--- src/verilog/frpc_pkg.sv ---
// Purpose: shared constants and types of the flash row program control block
// Assumes: 8-bit register port, 14-bit flash words, 32-word rows
// Notes: register offsets are byte indices on the plain register port
package frpc_pkg;
  localparam int ADDR_W = 15;
  localparam int ADDR_LO_W = 8;
  localparam int ADDR_HI_W = ADDR_W - ADDR_LO_W;
  localparam int DATA_W = 14;
  localparam int DATA_LO_W = 8;
  localparam int DATA_HI_W = DATA_W - DATA_LO_W;
  localparam int IDX_W = 5;
  localparam int ROW_W = ADDR_W - IDX_W;
  localparam int CNT_W = IDX_W + 1;
  localparam int BUS_AW = 4;
  localparam int BUS_DW = 8;
  localparam int PROT_W = 8;
  localparam int IRQ_W = 2;

  // a row holds 32 words, so the stream counter ends at 32
  localparam logic [CNT_W-1:0] CNT_END = 6'h20;
  localparam logic [DATA_W-1:0] ERASED_WORD = 14'h03ff;

  localparam logic [BUS_AW-1:0] REG_ADDR_LO = 4'h0;
  localparam logic [BUS_AW-1:0] REG_ADDR_HI = 4'h1;
  localparam logic [BUS_AW-1:0] REG_DATA_LO = 4'h2;
  localparam logic [BUS_AW-1:0] REG_DATA_HI = 4'h3;
  localparam logic [BUS_AW-1:0] REG_CTRL = 4'h4;
  localparam logic [BUS_AW-1:0] REG_UNLOCK = 4'h5;
  localparam logic [BUS_AW-1:0] REG_IRQ_STAT = 4'h6;
  localparam logic [BUS_AW-1:0] REG_IRQ_MASK = 4'h7;
  localparam logic [BUS_AW-1:0] REG_STATUS = 4'h8;
  localparam logic [BUS_AW-1:0] REG_PROT = 4'h9;

  localparam int CTRL_START = 0;
  localparam int CTRL_WREN = 1;
  localparam int CTRL_ROW_ERASE = 2;
  localparam int CTRL_LATCH_ONLY = 3;
  localparam int CTRL_WERR = 4;

  localparam int IRQ_DONE = 0;
  localparam int IRQ_ERR = 1;

  localparam int STAT_BUSY = 0;
  localparam int STAT_SWEEP = 1;

  localparam logic [BUS_DW-1:0] UNLOCK_KEY1 = 8'h55;
  localparam logic [BUS_DW-1:0] UNLOCK_KEY2 = 8'haa;
  localparam logic [PROT_W-1:0] PROT_RESET = 8'h00;

  typedef enum logic [2:0] {ST_IDLE, ST_ERASE, ST_STREAM, ST_PROG, ST_SWEEP} frpc_state_t;
  typedef enum logic [1:0] {UL_IDLE, UL_KEY1, UL_ARMED} frpc_unlock_t;
endpackage

--- src/verilog/frpc_latch_mem.sv ---
// Purpose: the 32 write latches of one flash row
// Assumes: one write port and one read port on the system clock
// Notes: read data come out of a register, one cycle after the address
`timescale 1ns/1ps
`default_nettype none
module frpc_latch_mem
  import frpc_pkg::*;
(
  input wire logic i_clk_sys,              // system clock
  input wire logic i_we,                   // write enable
  input wire logic [IDX_W-1:0] i_waddr,    // latch written
  input wire logic [DATA_W-1:0] i_wdata,   // word written
  input wire logic [IDX_W-1:0] i_raddr,    // latch read
  output logic [DATA_W-1:0] o_rdata        // registered read word
);
  logic [DATA_W-1:0] mem_q [0:(1<<IDX_W)-1];

  // no reset here: the top sweeps every latch to the erased word after reset
  always_ff @(posedge i_clk_sys)
  begin
    if (i_we)
    begin
      mem_q[i_waddr] <= i_wdata;
    end
  end

  always_ff @(posedge i_clk_sys)
  begin
    o_rdata <= mem_q[i_raddr];
  end
endmodule
`default_nettype wire

--- src/verilog/frpc_unlock.sv ---
// Purpose: watches the two-key unlock sequence ahead of a start-write
// Assumes: writes come from the register port on the system clock
// Notes: reads never disturb the sequence
`timescale 1ns/1ps
`default_nettype none
module frpc_unlock
  import frpc_pkg::*;
(
  input wire logic i_clk_sys,              // system clock
  input wire logic i_rst_n,                // synchronised reset, active low
  input wire logic i_wr,                   // register write strobe
  input wire logic [BUS_AW-1:0] i_addr,    // register offset
  input wire logic [BUS_DW-1:0] i_wdata,   // register write data
  output logic o_armed,                    // both keys seen, start may follow
  output logic o_abort                     // sequence broken, one-cycle pulse
);
  frpc_unlock_t st_q;
  logic key_wr;
  logic start_wr;

  assign key_wr = i_wr && (i_addr == REG_UNLOCK);
  assign start_wr = i_wr && (i_addr == REG_CTRL) && i_wdata[CTRL_START];
  assign o_armed = (st_q == UL_ARMED);
  // any write other than the expected next step breaks the sequence
  assign o_abort = i_wr && (((st_q == UL_KEY1) && !(key_wr && (i_wdata == UNLOCK_KEY2)))
    || ((st_q == UL_ARMED) && !start_wr));

  always_ff @(posedge i_clk_sys or negedge i_rst_n)
  begin
    if (!i_rst_n)
    begin
      st_q <= UL_IDLE;
    end
    else if (i_wr)
    begin
      case (st_q)
        UL_IDLE: st_q <= (key_wr && (i_wdata == UNLOCK_KEY1)) ? UL_KEY1 : UL_IDLE;
        UL_KEY1: st_q <= (key_wr && (i_wdata == UNLOCK_KEY2)) ? UL_ARMED : UL_IDLE;
        UL_ARMED: st_q <= UL_IDLE;
        default: st_q <= UL_IDLE;
      endcase
    end
  end
endmodule
`default_nettype wire

--- src/verilog/frpc_top.sv ---
// Purpose: flash row program control: erase a row, load a write latch, program a row
// Assumes: flash array sits on the system clock and answers each request with a done pulse
// Notes: registers on a plain port, read data one cycle after the read strobe
//
// Notes on behaviour
// - start-write at a write-protected address sets the write-error flag.
// - a reset during a flash self-write without power-on reset sets the write-error flag.
// - an interrupted unlock sequence sets the write-error flag.
// - software may set the write-error flag; software or any core reset clears it.
// - row erase select plus start erases the whole 32-word row, data ignored.
// - protected erase or row write: start cleared, error set, flash untouched.
// - latch-only start copies the data pair into the latch picked by low address.
// - latch loads skip write-protection checks; no array access happens.
// - both selects low: start programs the latch contents into the addressed row.
// - after a row write every latch returns to the erased word 3FFh.
`timescale 1ns/1ps
`default_nettype none
module frpc_top
  import frpc_pkg::*;
(
  input wire logic i_clk_sys,                  // system clock, 25 MHz
  input wire logic i_nrst,                     // any reset, active low, async
  input wire logic i_npor,                     // power-on reset, active low, async
  input wire logic [BUS_AW-1:0] i_addr,        // register offset
  input wire logic [BUS_DW-1:0] i_wdata,       // register write data
  input wire logic i_wr,                       // register write strobe
  input wire logic i_rd,                       // register read strobe
  output logic [BUS_DW-1:0] o_rdata,           // register read data, cycle after i_rd
  output logic o_irq,                          // level interrupt
  output logic o_fl_erase,                     // row erase request pulse
  output logic o_fl_prog,                      // row program request pulse
  output logic [ROW_W-1:0] o_fl_row,           // row addressed by the request
  output logic o_fl_lat_we,                    // latch word transfer strobe
  output logic [IDX_W-1:0] o_fl_lat_idx,       // word index in the row
  output logic [DATA_W-1:0] o_fl_lat_data,     // word transferred
  input wire logic i_fl_done                   // array finished erase or program
);
  logic rst_s1_q;
  logic rst_n;
  logic por_s1_q;
  logic por_n;
  frpc_state_t state_q;
  logic [CNT_W-1:0] cnt_q;
  logic [ADDR_W-1:0] flash_address_pair_q;
  logic [DATA_W-1:0] flash_data_pair_q;
  logic start_q;
  logic wren_q;
  logic row_erase_q;
  logic latch_only_select_q;
  logic write_error_flag_q;
  logic write_error_flag_d;
  logic [PROT_W-1:0] prot_q;
  logic [IRQ_W-1:0] irq_stat_q;
  logic [IRQ_W-1:0] irq_mask_q;
  logic [IRQ_W-1:0] irq_event;
  logic rst_mark_q;
  logic armed;
  logic abort;
  logic wr_ctrl;
  logic start_req;
  logic sel_erase;
  logic sel_latch;
  logic prot_hit;
  logic op_done;
  logic in_self_write;
  logic mem_we;
  logic [IDX_W-1:0] mem_waddr;
  logic [DATA_W-1:0] mem_wdata;
  logic [BUS_DW-1:0] rd_mux;

  // protected region: rows below the boundary held in the protect register
  function automatic logic is_protected(input logic [ADDR_W-1:0] a, input logic [PROT_W-1:0] lim);
    is_protected = (a[ADDR_W-1 -: PROT_W] < lim);
  endfunction

  // reset releases pass two flops
  always_ff @(posedge i_clk_sys or negedge i_nrst)
  begin
    if (!i_nrst)
    begin
      rst_s1_q <= 1'b0;
      rst_n <= 1'b0;
    end
    else
    begin
      rst_s1_q <= 1'b1;
      rst_n <= rst_s1_q;
    end
  end

  always_ff @(posedge i_clk_sys or negedge i_npor)
  begin
    if (!i_npor)
    begin
      por_s1_q <= 1'b0;
      por_n <= 1'b0;
    end
    else
    begin
      por_s1_q <= 1'b1;
      por_n <= por_s1_q;
    end
  end

  frpc_unlock u_unlock (
    .i_clk_sys(i_clk_sys),
    .i_rst_n(rst_n),
    .i_wr(i_wr),
    .i_addr(i_addr),
    .i_wdata(i_wdata),
    .o_armed(armed),
    .o_abort(abort)
  );

  assign wr_ctrl = i_wr && (i_addr == REG_CTRL);
  // start needs the unlock keys, the enable bit and an idle sequencer
  assign start_req = wr_ctrl && i_wdata[CTRL_START] && i_wdata[CTRL_WREN] && armed && (state_q == ST_IDLE);
  assign sel_erase = i_wdata[CTRL_ROW_ERASE];
  assign sel_latch = !i_wdata[CTRL_ROW_ERASE] && i_wdata[CTRL_LATCH_ONLY];
  // latch loads never touch the array, so protection is not looked at
  assign prot_hit = start_req && !sel_latch && is_protected(flash_address_pair_q, prot_q);
  assign in_self_write = (state_q == ST_ERASE) || (state_q == ST_STREAM) || (state_q == ST_PROG);

  // last sequencer activity, frozen while the core reset is low; only power-on clears it
  always_ff @(posedge i_clk_sys or negedge por_n)
  begin
    if (!por_n)
      rst_mark_q <= 1'b0;
    else if (rst_n)
      rst_mark_q <= in_self_write;
  end

  always_ff @(posedge i_clk_sys or negedge rst_n)
  begin
    if (!rst_n)
    begin
      state_q <= ST_SWEEP;
      cnt_q <= '0;
    end
    else
    begin
      case (state_q)
        ST_IDLE:
        begin
          cnt_q <= '0;
          if (start_req && !prot_hit && !sel_latch)
            state_q <= sel_erase ? ST_ERASE : ST_STREAM;
        end
        ST_ERASE:
        begin
          if (i_fl_done)
            state_q <= ST_IDLE;
        end
        ST_STREAM:
        begin
          if (cnt_q == CNT_END)
          begin
            state_q <= ST_PROG;
            cnt_q <= '0;
          end
          else
            cnt_q <= cnt_q + 1'b1;
        end
        ST_PROG:
        begin
          if (i_fl_done)
            state_q <= ST_SWEEP;
        end
        ST_SWEEP:
        begin
          if (cnt_q == CNT_END - 1'b1)
          begin
            state_q <= ST_IDLE;
            cnt_q <= '0;
          end
          else
            cnt_q <= cnt_q + 1'b1;
        end
        default:
        begin
          state_q <= ST_IDLE;
          cnt_q <= '0;
        end
      endcase
    end
  end

  // one write port shared by latch loads and the erase sweep
  always_comb
  begin
    mem_we = 1'b0;
    mem_waddr = flash_address_pair_q[IDX_W-1:0];
    mem_wdata = flash_data_pair_q;
    if (state_q == ST_SWEEP)
    begin
      mem_we = 1'b1;
      mem_waddr = cnt_q[IDX_W-1:0];
      mem_wdata = ERASED_WORD;
    end
    else if (start_req && sel_latch)
      mem_we = 1'b1;
  end

  frpc_latch_mem u_latch (
    .i_clk_sys(i_clk_sys),
    .i_we(mem_we),
    .i_waddr(mem_waddr),
    .i_wdata(mem_wdata),
    .i_raddr(cnt_q[IDX_W-1:0]),
    .o_rdata(o_fl_lat_data)
  );

  // array side: read data lag the index by one cycle, so strobe and index follow suit
  always_ff @(posedge i_clk_sys or negedge rst_n)
  begin
    if (!rst_n)
    begin
      o_fl_lat_we <= 1'b0;
      o_fl_lat_idx <= '0;
      o_fl_erase <= 1'b0;
      o_fl_prog <= 1'b0;
      o_fl_row <= '0;
    end
    else
    begin
      o_fl_lat_we <= (state_q == ST_STREAM) && (cnt_q != CNT_END);
      o_fl_lat_idx <= cnt_q[IDX_W-1:0];
      o_fl_erase <= start_req && !prot_hit && sel_erase;
      o_fl_prog <= (state_q == ST_STREAM) && (cnt_q == CNT_END);
      if (start_req)
        o_fl_row <= flash_address_pair_q[ADDR_W-1:IDX_W];
    end
  end

  assign op_done = ((state_q == ST_ERASE) && i_fl_done) || ((state_q == ST_SWEEP) && start_q
    && (cnt_q == CNT_END - 1'b1)) || (start_req && sel_latch);

  // start-write: set only through a good start, cleared by hardware on completion
  always_ff @(posedge i_clk_sys or negedge rst_n)
  begin
    if (!rst_n)
      start_q <= 1'b0;
    else if (start_req && !prot_hit && !sel_latch)
      start_q <= 1'b1;
    else if (op_done)
      start_q <= 1'b0;
  end

  always_ff @(posedge i_clk_sys or negedge rst_n)
  begin
    if (!rst_n)
    begin
      wren_q <= 1'b0;
      row_erase_q <= 1'b0;
      latch_only_select_q <= 1'b0;
    end
    else if (wr_ctrl && (state_q == ST_IDLE))
    begin
      wren_q <= i_wdata[CTRL_WREN];
      row_erase_q <= i_wdata[CTRL_ROW_ERASE];
      latch_only_select_q <= i_wdata[CTRL_LATCH_ONLY];
    end
  end

  // hardware set wins over a software clear in the same cycle;
  // a sweep entered with start low only ever follows a core reset
  always_comb
  begin
    write_error_flag_d = wr_ctrl ? i_wdata[CTRL_WERR] : write_error_flag_q;
    if (prot_hit || abort || (rst_mark_q && !start_q && (state_q == ST_SWEEP) && (cnt_q == '0)))
      write_error_flag_d = 1'b1;
  end

  always_ff @(posedge i_clk_sys or negedge rst_n)
  begin
    if (!rst_n)
      write_error_flag_q <= 1'b0;
    else
      write_error_flag_q <= write_error_flag_d;
  end

  // address and data pair are frozen while the sequencer works
  always_ff @(posedge i_clk_sys or negedge rst_n)
  begin
    if (!rst_n)
    begin
      flash_address_pair_q <= '0;
      flash_data_pair_q <= '0;
      prot_q <= PROT_RESET;
    end
    else if (i_wr && (state_q == ST_IDLE))
    begin
      case (i_addr)
        REG_ADDR_LO: flash_address_pair_q[ADDR_LO_W-1:0] <= i_wdata;
        REG_ADDR_HI: flash_address_pair_q[ADDR_W-1:ADDR_LO_W] <= i_wdata[ADDR_HI_W-1:0];
        REG_DATA_LO: flash_data_pair_q[DATA_LO_W-1:0] <= i_wdata;
        REG_DATA_HI: flash_data_pair_q[DATA_W-1:DATA_LO_W] <= i_wdata[DATA_HI_W-1:0];
        REG_PROT: prot_q <= i_wdata;
        default: prot_q <= prot_q;
      endcase
    end
  end

  assign irq_event[IRQ_DONE] = op_done;
  assign irq_event[IRQ_ERR] = write_error_flag_d && !write_error_flag_q;

  always_ff @(posedge i_clk_sys or negedge rst_n)
  begin
    if (!rst_n)
    begin
      irq_stat_q <= '0;
      irq_mask_q <= '0;
    end
    else
    begin
      if (i_wr && (i_addr == REG_IRQ_STAT))
        irq_stat_q <= (irq_stat_q & ~i_wdata[IRQ_W-1:0]) | irq_event;
      else
        irq_stat_q <= irq_stat_q | irq_event;
      if (i_wr && (i_addr == REG_IRQ_MASK))
        irq_mask_q <= i_wdata[IRQ_W-1:0];
    end
  end

  assign o_irq = |(irq_stat_q & irq_mask_q);

  always_comb
  begin
    rd_mux = '0;
    case (i_addr)
      REG_ADDR_LO: rd_mux = flash_address_pair_q[ADDR_LO_W-1:0];
      REG_ADDR_HI: rd_mux[ADDR_HI_W-1:0] = flash_address_pair_q[ADDR_W-1:ADDR_LO_W];
      REG_DATA_LO: rd_mux = flash_data_pair_q[DATA_LO_W-1:0];
      REG_DATA_HI: rd_mux[DATA_HI_W-1:0] = flash_data_pair_q[DATA_W-1:DATA_LO_W];
      REG_CTRL:
      begin
        rd_mux[CTRL_START] = start_q;
        rd_mux[CTRL_WREN] = wren_q;
        rd_mux[CTRL_ROW_ERASE] = row_erase_q;
        rd_mux[CTRL_LATCH_ONLY] = latch_only_select_q;
        rd_mux[CTRL_WERR] = write_error_flag_q;
      end
      REG_IRQ_STAT: rd_mux[IRQ_W-1:0] = irq_stat_q;
      REG_IRQ_MASK: rd_mux[IRQ_W-1:0] = irq_mask_q;
      REG_STATUS:
      begin
        rd_mux[STAT_BUSY] = (state_q != ST_IDLE);
        rd_mux[STAT_SWEEP] = (state_q == ST_SWEEP);
      end
      REG_PROT: rd_mux = prot_q;
      default: rd_mux = '0;
    endcase
  end

  // unread cycles drive zero so the data only stand in the cycle after the strobe
  always_ff @(posedge i_clk_sys or negedge rst_n)
  begin
    if (!rst_n)
      o_rdata <= '0;
    else
      o_rdata <= i_rd ? rd_mux : '0;
  end
endmodule
`default_nettype wire

--- config.mk ---
export PLATFORM = sky130hd
export DESIGN_NAME = frpc_top
export DESIGN_NICKNAME = d
export VERILOG_FILES = /design/src/verilog/frpc_pkg.sv /design/src/verilog/frpc_latch_mem.sv /design/src/verilog/frpc_unlock.sv /design/src/verilog/frpc_top.sv
export SDC_FILE = /design/constraint.sdc
export NUM_CORES = 1
export LEC_CHECK = 0
export ABC_CLOCK_PERIOD_IN_PS = 3500
export BUFFER_PORTS_ARGS = -buffer_cell sky130_fd_sc_hd__buf_4
export CAP_MARGIN = 20
export CORE_AREA = 2 2 178 215
export DETAILED_ROUTE_END_ITERATION = 10
export DIE_AREA = 0 0 180 217
export PLACE_DENSITY = 0.77
export SYNTH_ARGS = -nofsm -noshare
export SYNTH_HDL_FRONTEND = slang
export SYNTH_SLANG_ARGS = --single-unit
--- constraint.sdc ---
create_clock -name i_clk_sys -period 3.5 [get_ports i_clk_sys]
set_input_delay 1.05 -clock i_clk_sys [delete_from_list [all_inputs] [get_ports i_clk_sys]]
set_output_delay 1.05 -clock i_clk_sys [all_outputs]
set_load 0.005 [all_outputs]
==> results of run 1 <==
[cell usage in the layout (no fill, tap or decap), drive strengths merged, types with 4 or more instances in the layout]
master	n
dfxtp	14
o21a	16
clkbuf	57
nand2	54
a211oi	4
ha	9
clkinv	23
clkinvlp	5
or3	4
nor3b	5
nor2b	14
dfrtp	87
nand4	7
edfxtp	448
nor3	6
a32oi	14
nand3	18
or2	10
mux2	56
buf	118
a31oi	8
nand3b	6
mux2i	21
bufinv	6
nand2b	10
mux4	129
inv	17
a22o	4
nor2	50
o21ai	11
o32ai	4
a21oi	14
[path summary, 6_finish.rpt]
kind,start,endpoint,slack (ns),cells after the start
max in group asynchronous,rst_n$_DFF_PN0_,state_q[2]$_DFFE_PN1P_,2.19,1
min in group i_clk_sys,por_s1_q$_DFF_PN0_,por_n$_DFF_PN0_,0.35,0
hold reg to reg,por_n$_DFF_PN0_,rst_mark_q$_DFFE_PN0P_,0.007,0
setup / recovery,state_q[0]$_DFFE_PN0P_,u_latch.mem_q[2][5]$_DFFE_PP_,0.57,6
setup reg to reg,state_q[0]$_DFFE_PN0P_,u_latch.mem_q[2][5]$_DFFE_PP_,0.57,6
hold / removal,por_n$_DFF_PN0_,rst_mark_q$_DFFE_PN0P_,0.007,0
[Yosys cell counts, types with 2 or more instances]
cell        n
edfxtp_1  448
mux4_2    109
dfrtp_1    87
mux2_2     56
nand2_1    54
nor2_1     48
clkbuf_1   30
mux2i_1    21
mux4_1     20
nand3_1    18
o21a_1     16
buf_2      15
a21oi_1    14
a32oi_1    14
dfxtp_1    14
inv_1      14
nor2b_1    14
nand2b_1   10
o21ai_0    10
or2_2      10
ha_1        9
a31oi_1     8
buf_4       8
buf_6       7
nand4_1     7
nand3b_1    6
nor3_1      5
a211oi_1    4
a22o_1      4
nor3b_1     4
or3_1       4
and3_1      3
and4_1      3
o31ai_1     3
a211o_1     2
inv_2       2
nor2_2      2
nor4_1      2
nor4bb_1    2
o221ai_1    2
o22ai_1     2
o32ai_1     2
o32ai_2     2
xnor2_1     2
[final cells by class]
cell class	instances	area share
timing repair buffer	118	0.0366
clock inverter	35	0.0141
inverter	16	0.00241
multi-input combinational	509	0.228
clock buffer	57	0.0538
sequential	550	0.641
tap	480	0.0241
[worst reg2reg max path, cell delays in order (launching register included)]
cell and delay, ns:
dfrtp_1 0.53, nor3_2 0.43, nand4_1 0.34, o32ai_2 0.50
nand2_1 0.31, nor2_1 0.21, buf_4 0.27
[metal layers]
layer / global-route usage / up-vias / part of all wire
met5: 0 / - / 0
met4: 0.0892 / 0 / 0.034
met3: 0.0377 / 106 / 0.068
met2: 0.455 / 567 / 0.52
met1: 0.357 / 6024 / 0.38
li1: - / 4811 / -
[report_power, final]
part | total, W | internal (W) | leakage (nW) | switching (W)
clock network | 0.00555 | 0.00320 | 0.829 | 0.00235
registers | 0.00769 | 0.00753 | 5.30 | 0.000156
logic | 0.00119 | 0.000399 | 2.45 | 0.000789
[state kept, by name, summed over array words and instances (netlist names), 5 cells and up]
name and count:
prot_q 8, cnt_q 6, flash_address_pair_q 15, o_fl_lat_idx 5, u_latch.o_rdata 14, flash_data_pair_q 14
o_rdata 8, u_latch.mem_q 448, o_fl_row 10
[through the flow]
step	util	worst slack, ns
6_report	0.669	0.572
5_1_grt	0.669	0.465
4_1_cts	0.669	0.656
3_5_place_dp	0.624	0.398
2_1_floorplan	-	0.244
3_3_place_gp	0.624	0.476
[logic make-up (layout without fill, tap and decap cells)]
logic type               Yosys count  in the layout  share of synthesized area
adder cells (fa/ha/maj)            9              9                    0.00512
flip-flops                       550            550                      0.725
XOR/XNOR                           2              2                   0.000797
other                              1              2                   0.000171
AND/OR/NAND/NOR                  197            197                     0.0455
multiplexers                     206            206                      0.174
AO/OA/AOI/OAI                     93             93                     0.0312
buffers and inverters             78            226                     0.0184
==> impl_metrics.json, run 1 <==
{
  "rsz0062_at_grt": "false",
  "synth.top_cell.area_share": 0.612,
  "ant_nets": 0,
  "fill_cells": 2322,
  "path_buf_inv": 1,
  "register_area_um2": 15900,
  "hold_viol": 0,
  "io-pin-count": 59,
  "synth_top_area_cell": "edfxtp_1",
  "ctsHoldBuffers": 0,
  "fin_setup_tns_ns": 0,
  "io_buffers": 58,
  "period_share": 0.836,
  "clk_pin_slew_ns": 0.06,
  "tritoncts": "yes",
  "fin_skew_ns": 0.0299,
  "power_w": 0.0144,
  "fin_nets": 1272,
  "synthCells": 1136,
  "multiInputGateArea_um2": 5680,
  "avgSynthCellArea_um2": 19.4,
  "total_leakage_power_nw": 8.58,
  "critPathKind": "reg -> reg",
  "crit_fanout": 14,
  "synthFlopType": "edfxtp_1",
  "yosys_register_bits": 550,
  "yosysWarningCount": 0,
  "final_cells": 1765,
  "maxCapViolCount": 0,
  "gp_congestion": 0.891,
  "first_pass_iters": 5,
  "setup_viol": 0,
  "synth-edff-count": 448,
  "whs_ns": 0.00655,
  "cp_top_family": "simple AND/OR/NAND/NOR gates",
  "areaGrowthSynthToFinish_pct": 13.2,
  "cts_sinks": 550,
  "routed_wirelength_um": 51000,
  "numCtsBuffers": 50,
  "slew_viol_final": 0,
  "relSlewSlack": 0.353,
  "crit_required_ns": 3.74,
  "hpwl_um": 31000,
  "critPathSlowestCell": "dfrtp_1",
  "core_area_um2": 37200,
  "grt_first_pass_wirelength_um": 75900,
  "fmax_ghz": 0.342,
  "finalInstanceArea_um2": 24900,
  "drt_iter0_drc": 1580,
  "overflow": 0,
  "die_y_um": 217,
  "antenna_cells": 0,
  "cts_resized": 0,
  "root_buffer": "clkbuf_16",
  "post-cts-setup-buffers": 0,
  "ys_top_cells_by_area": "edfxtp_1, mux4_2, dfrtp_1, mux2_2, mux4_1",
  "vias": 11500,
  "remaining_drc_errors": 0,
  "crit_chain": "nor3_2 -> nand4_1 -> o32ai_2 -> nand2_1 -> nor2_1 -> buf_4",
  "syn_area_um2": 22000,
  "synthArstFlopShare": 0.160,
  "clock_latency_ns": 0.58,
  "hold_class": "reg -> async",
  "antenna_found_initial": 0,
  "grt_usage": 0.266,
  "die_w_um": 180,
  "grt_pass1_vias": 11600,
  "period_minus_slack_ns": 2.93,
  "drive_gt1_frac": 0.308,
  "end_kind": "flip-flop",
  "grt_max_degree": 53,
  "power_density_nw_per_um2": 580,
  "critical_path_arrival_ns": 3.17,
  "wl_per_cell_um": 28.9,
  "start_util": 0.591,
  "peakVddDrop_uv": 451,
  "place_area_um2": 23200,
  "synth-seq-area-share": 0.725,
  "rows": 78,
  "synth.distinct_cells": 63,
  "vias_per_cell": 6.52,
  "worstMarginPinSlew_ns": 0.970,
  "clockBufferDepth": 3,
  "cpPeakStageDelay_ns": 0.53,
  "status": "finished, final reports clean",
  "dp_cells": 1673,
  "htree_levels": 2,
  "start_kind": "flip-flop",
  "dieArea_um2": 39100
}
(Power assumes the default switching activity.)
==> run 2, diff against run 1 <==
Settings changed: ABC_CLOCK_PERIOD_IN_PS 3500 to 2400, CORE_AREA 2 2 178 215 to 2 2 184 223, DIE_AREA 0 0 180 217 to 0 0 186 225, PLACE_DENSITY 0.77 to 0.75.
Clock period 3.5 ns to 2.4 ns, I/O delays scaled along.
==> impl_metrics.json, run 2 (same netlist as run 1, synthesis figures left out) <==
{
  "fin_skew_ns": 0.0186,
  "intPower_w": 0.0169,
  "power_density_nw_per_um2": 827,
  "seqPwrFrac": 0.509,
  "r2r_slack_ns": 0.08,
  "start_util": 0.556,
  "drt_iter0_drc": 1028,
  "cts_sinks": 550,
  "tritoncts": "yes",
  "endpoint": "u_latch.o_rdata[0]$_DFF_P_",
  "status": "finished, final reports clean",
  "final_common_cell": "edfxtp_1",
  "grt_max_degree": 45,
  "critical_path_arrival_ns": 2.77,
  "grt_usage": 0.242,
  "fmax_ghz": 0.431,
  "ant_nets": 0,
  "maxCapViolCount": 0,
  "worstMarginPinSlew_ns": 0.992,
  "gp_congestion": 0.873,
  "rows": 80,
  "place_area_um2": 24600,
  "vias": 11400,
  "slew_viol_final": 0,
  "cp_top_family": "buffers and inverters",
  "clock_latency_ns": 0.58,
  "hold_viol": 0,
  "fill_cells": 2470,
  "period_share": 0.967,
  "die_y_um": 225,
  "peakVddDrop_uv": 610,
  "hpwl_um": 30900,
  "top_regs": "u_latch.mem_q (448), flash_address_pair_q (15)",
  "antenna_cells": 0,
  "crit_fanout": 27,
  "finalInstanceArea_um2": 26500,
  "r2r_start": "cnt_q[0]$_DFFE_PN0N_",
  "antenna_found_initial": 0,
  "period_minus_slack_ns": 2.32,
  "p_switching_w": 0.00497,
  "io_buffers": 58,
  "remaining_drc_errors": 0,
  "routed_wirelength_um": 48200,
  "path_buf_inv": 3,
  "clk_pin_slew_ns": 0.07,
  "fin_setup_tns_ns": 0,
  "htree_levels": 2,
  "power_frac_clock": 0.398,
  "power_w": 0.0219,
  "relSlewSlack": 0.336,
  "start_kind": "flip-flop",
  "dieArea_um2": 41900,
  "vias_per_cell": 6.05,
  "core_area_um2": 39500,
  "fin_nets": 1337,
  "critPathKind": "reg -> reg",
  "total_leakage_power_nw": 9.10,
  "overflow": 0,
  "first_pass_iters": 5,
  "mostFrequentLayoutCells": "edfxtp_1, buf_4, mux4_2",
  "crit_required_ns": 2.85,
  "pwr-share-comb": 0.093,
  "die_w_um": 186,
  "io-pin-count": 59,
  "cpPeakStageDelay_ns": 0.51,
  "hold_class": "reg -> async",
  "setup_viol": 0,
  "crit_top_cell": "buf_12",
  "areaGrowthSynthToFinish_pct": 20.4,
  "whs_ns": 0.00195,
  "r2r_cells": 7,
  "grt_pass1_vias": 11800,
  "regMostFlops": "u_latch.mem_q",
  "end_kind": "flip-flop",
  "drive_gt1_frac": 0.367,
  "grt_first_pass_wirelength_um": 74100,
  "wl_per_cell_um": 25.6,
  "cp.depth": 7,
  "root_buffer": "clkbuf_16",
  "r2r_end": "u_latch.o_rdata[0]$_DFF_P_",
  "final_util": 0.670,
  "crit_start": "cnt_q[0]$_DFFE_PN0N_",
  "switching_share": 0.227,
  "numCtsBuffers": 52,
  "largest_reg_flops": 448,
  "crit_chain": "buf_12 -> buf_12 -> buf_12 -> mux4_2 -> nand2_1 -> a32oi_1 -> o21a_1",
  "clockBufferDepth": 3,
  "critPathSlowestCell": "mux4_2"
}
## run 2: per-stage QoR
step	cells	setup WS, ns
after floorplan	1137	-0.162
after global placement	1782	-0.136
after detailed placement	1782	-0.150
after CTS	1880	0.0198
after global routing	1885	-0.000109
final	1885	0.0803
## run 2: power groups by stage
| stage | logic [W] | clock network (W) | registers [W] |
|---|---|---|---|
| after floorplan | 0.00110 | 0 | 0.0113 |
| after global placement | 0.00195 | 0 | 0.0113 |
| after detailed placement | 0.00202 | 0 | 0.0114 |
| after CTS | 0.00204 | 0.00881 | 0.0112 |
| after global routing | 0.00220 | 0.00916 | 0.0112 |
| final | 0.00203 | 0.00872 | 0.0112 |
## run 2: final cells by class
class | count | area (µm²) | share of cell area
multi-input cells | 509 | 5940 | 0.224
inverters | 16 | 60.1 | 0.00227
flip-flops and latches | 550 | 15900 | 0.602
clock buffers | 60 | 1350 | 0.0511
clock inverters | 36 | 464 | 0.0175
well taps | 533 | 667 | 0.0252
repair buffers | 181 | 2050 | 0.0773
## run 2: worst min-delay path by stage
| stage | to | from | slack (ns) | cells after the start |
|---|---|---|---|---|
| detailed placement | rst_mark_q$_DFFE_PN0P_ | por_n$_DFF_PN0_ | 0.005 | 0 |
| global route | rst_mark_q$_DFFE_PN0P_ | por_n$_DFF_PN0_ | 0.02 | 0 |
| CTS | rst_mark_q$_DFFE_PN0P_ | por_n$_DFF_PN0_ | 0.008 | 0 |
| finish | rst_mark_q$_DFFE_PN0P_ | por_n$_DFF_PN0_ | 0.002 | 0 |
| floorplan | rst_mark_q$_DFFE_PN0P_ | por_n$_DFF_PN0_ | -0.006 | 0 |
| global placement | rst_mark_q$_DFFE_PN0P_ | por_n$_DFF_PN0_ | -0.0008 | 0 |
## run 2: repair_timing
item	4_1_cts	5_1_grt
gates resized for setup	0	1
hold buffers	2	0
endpoints found under the hold margin	4	0
setup endpoints to repair	0	24
buffers inserted	0	4
## run 2: metal layers
metal	track usage	vias to the layer above	routed length [µm]
li1	-	4952	-
met1	0.335	5893	19500
met2	0.398	464	24100
met3	0.0367	90	2820
met4	0.0851	0	1750
met5	0	-	0
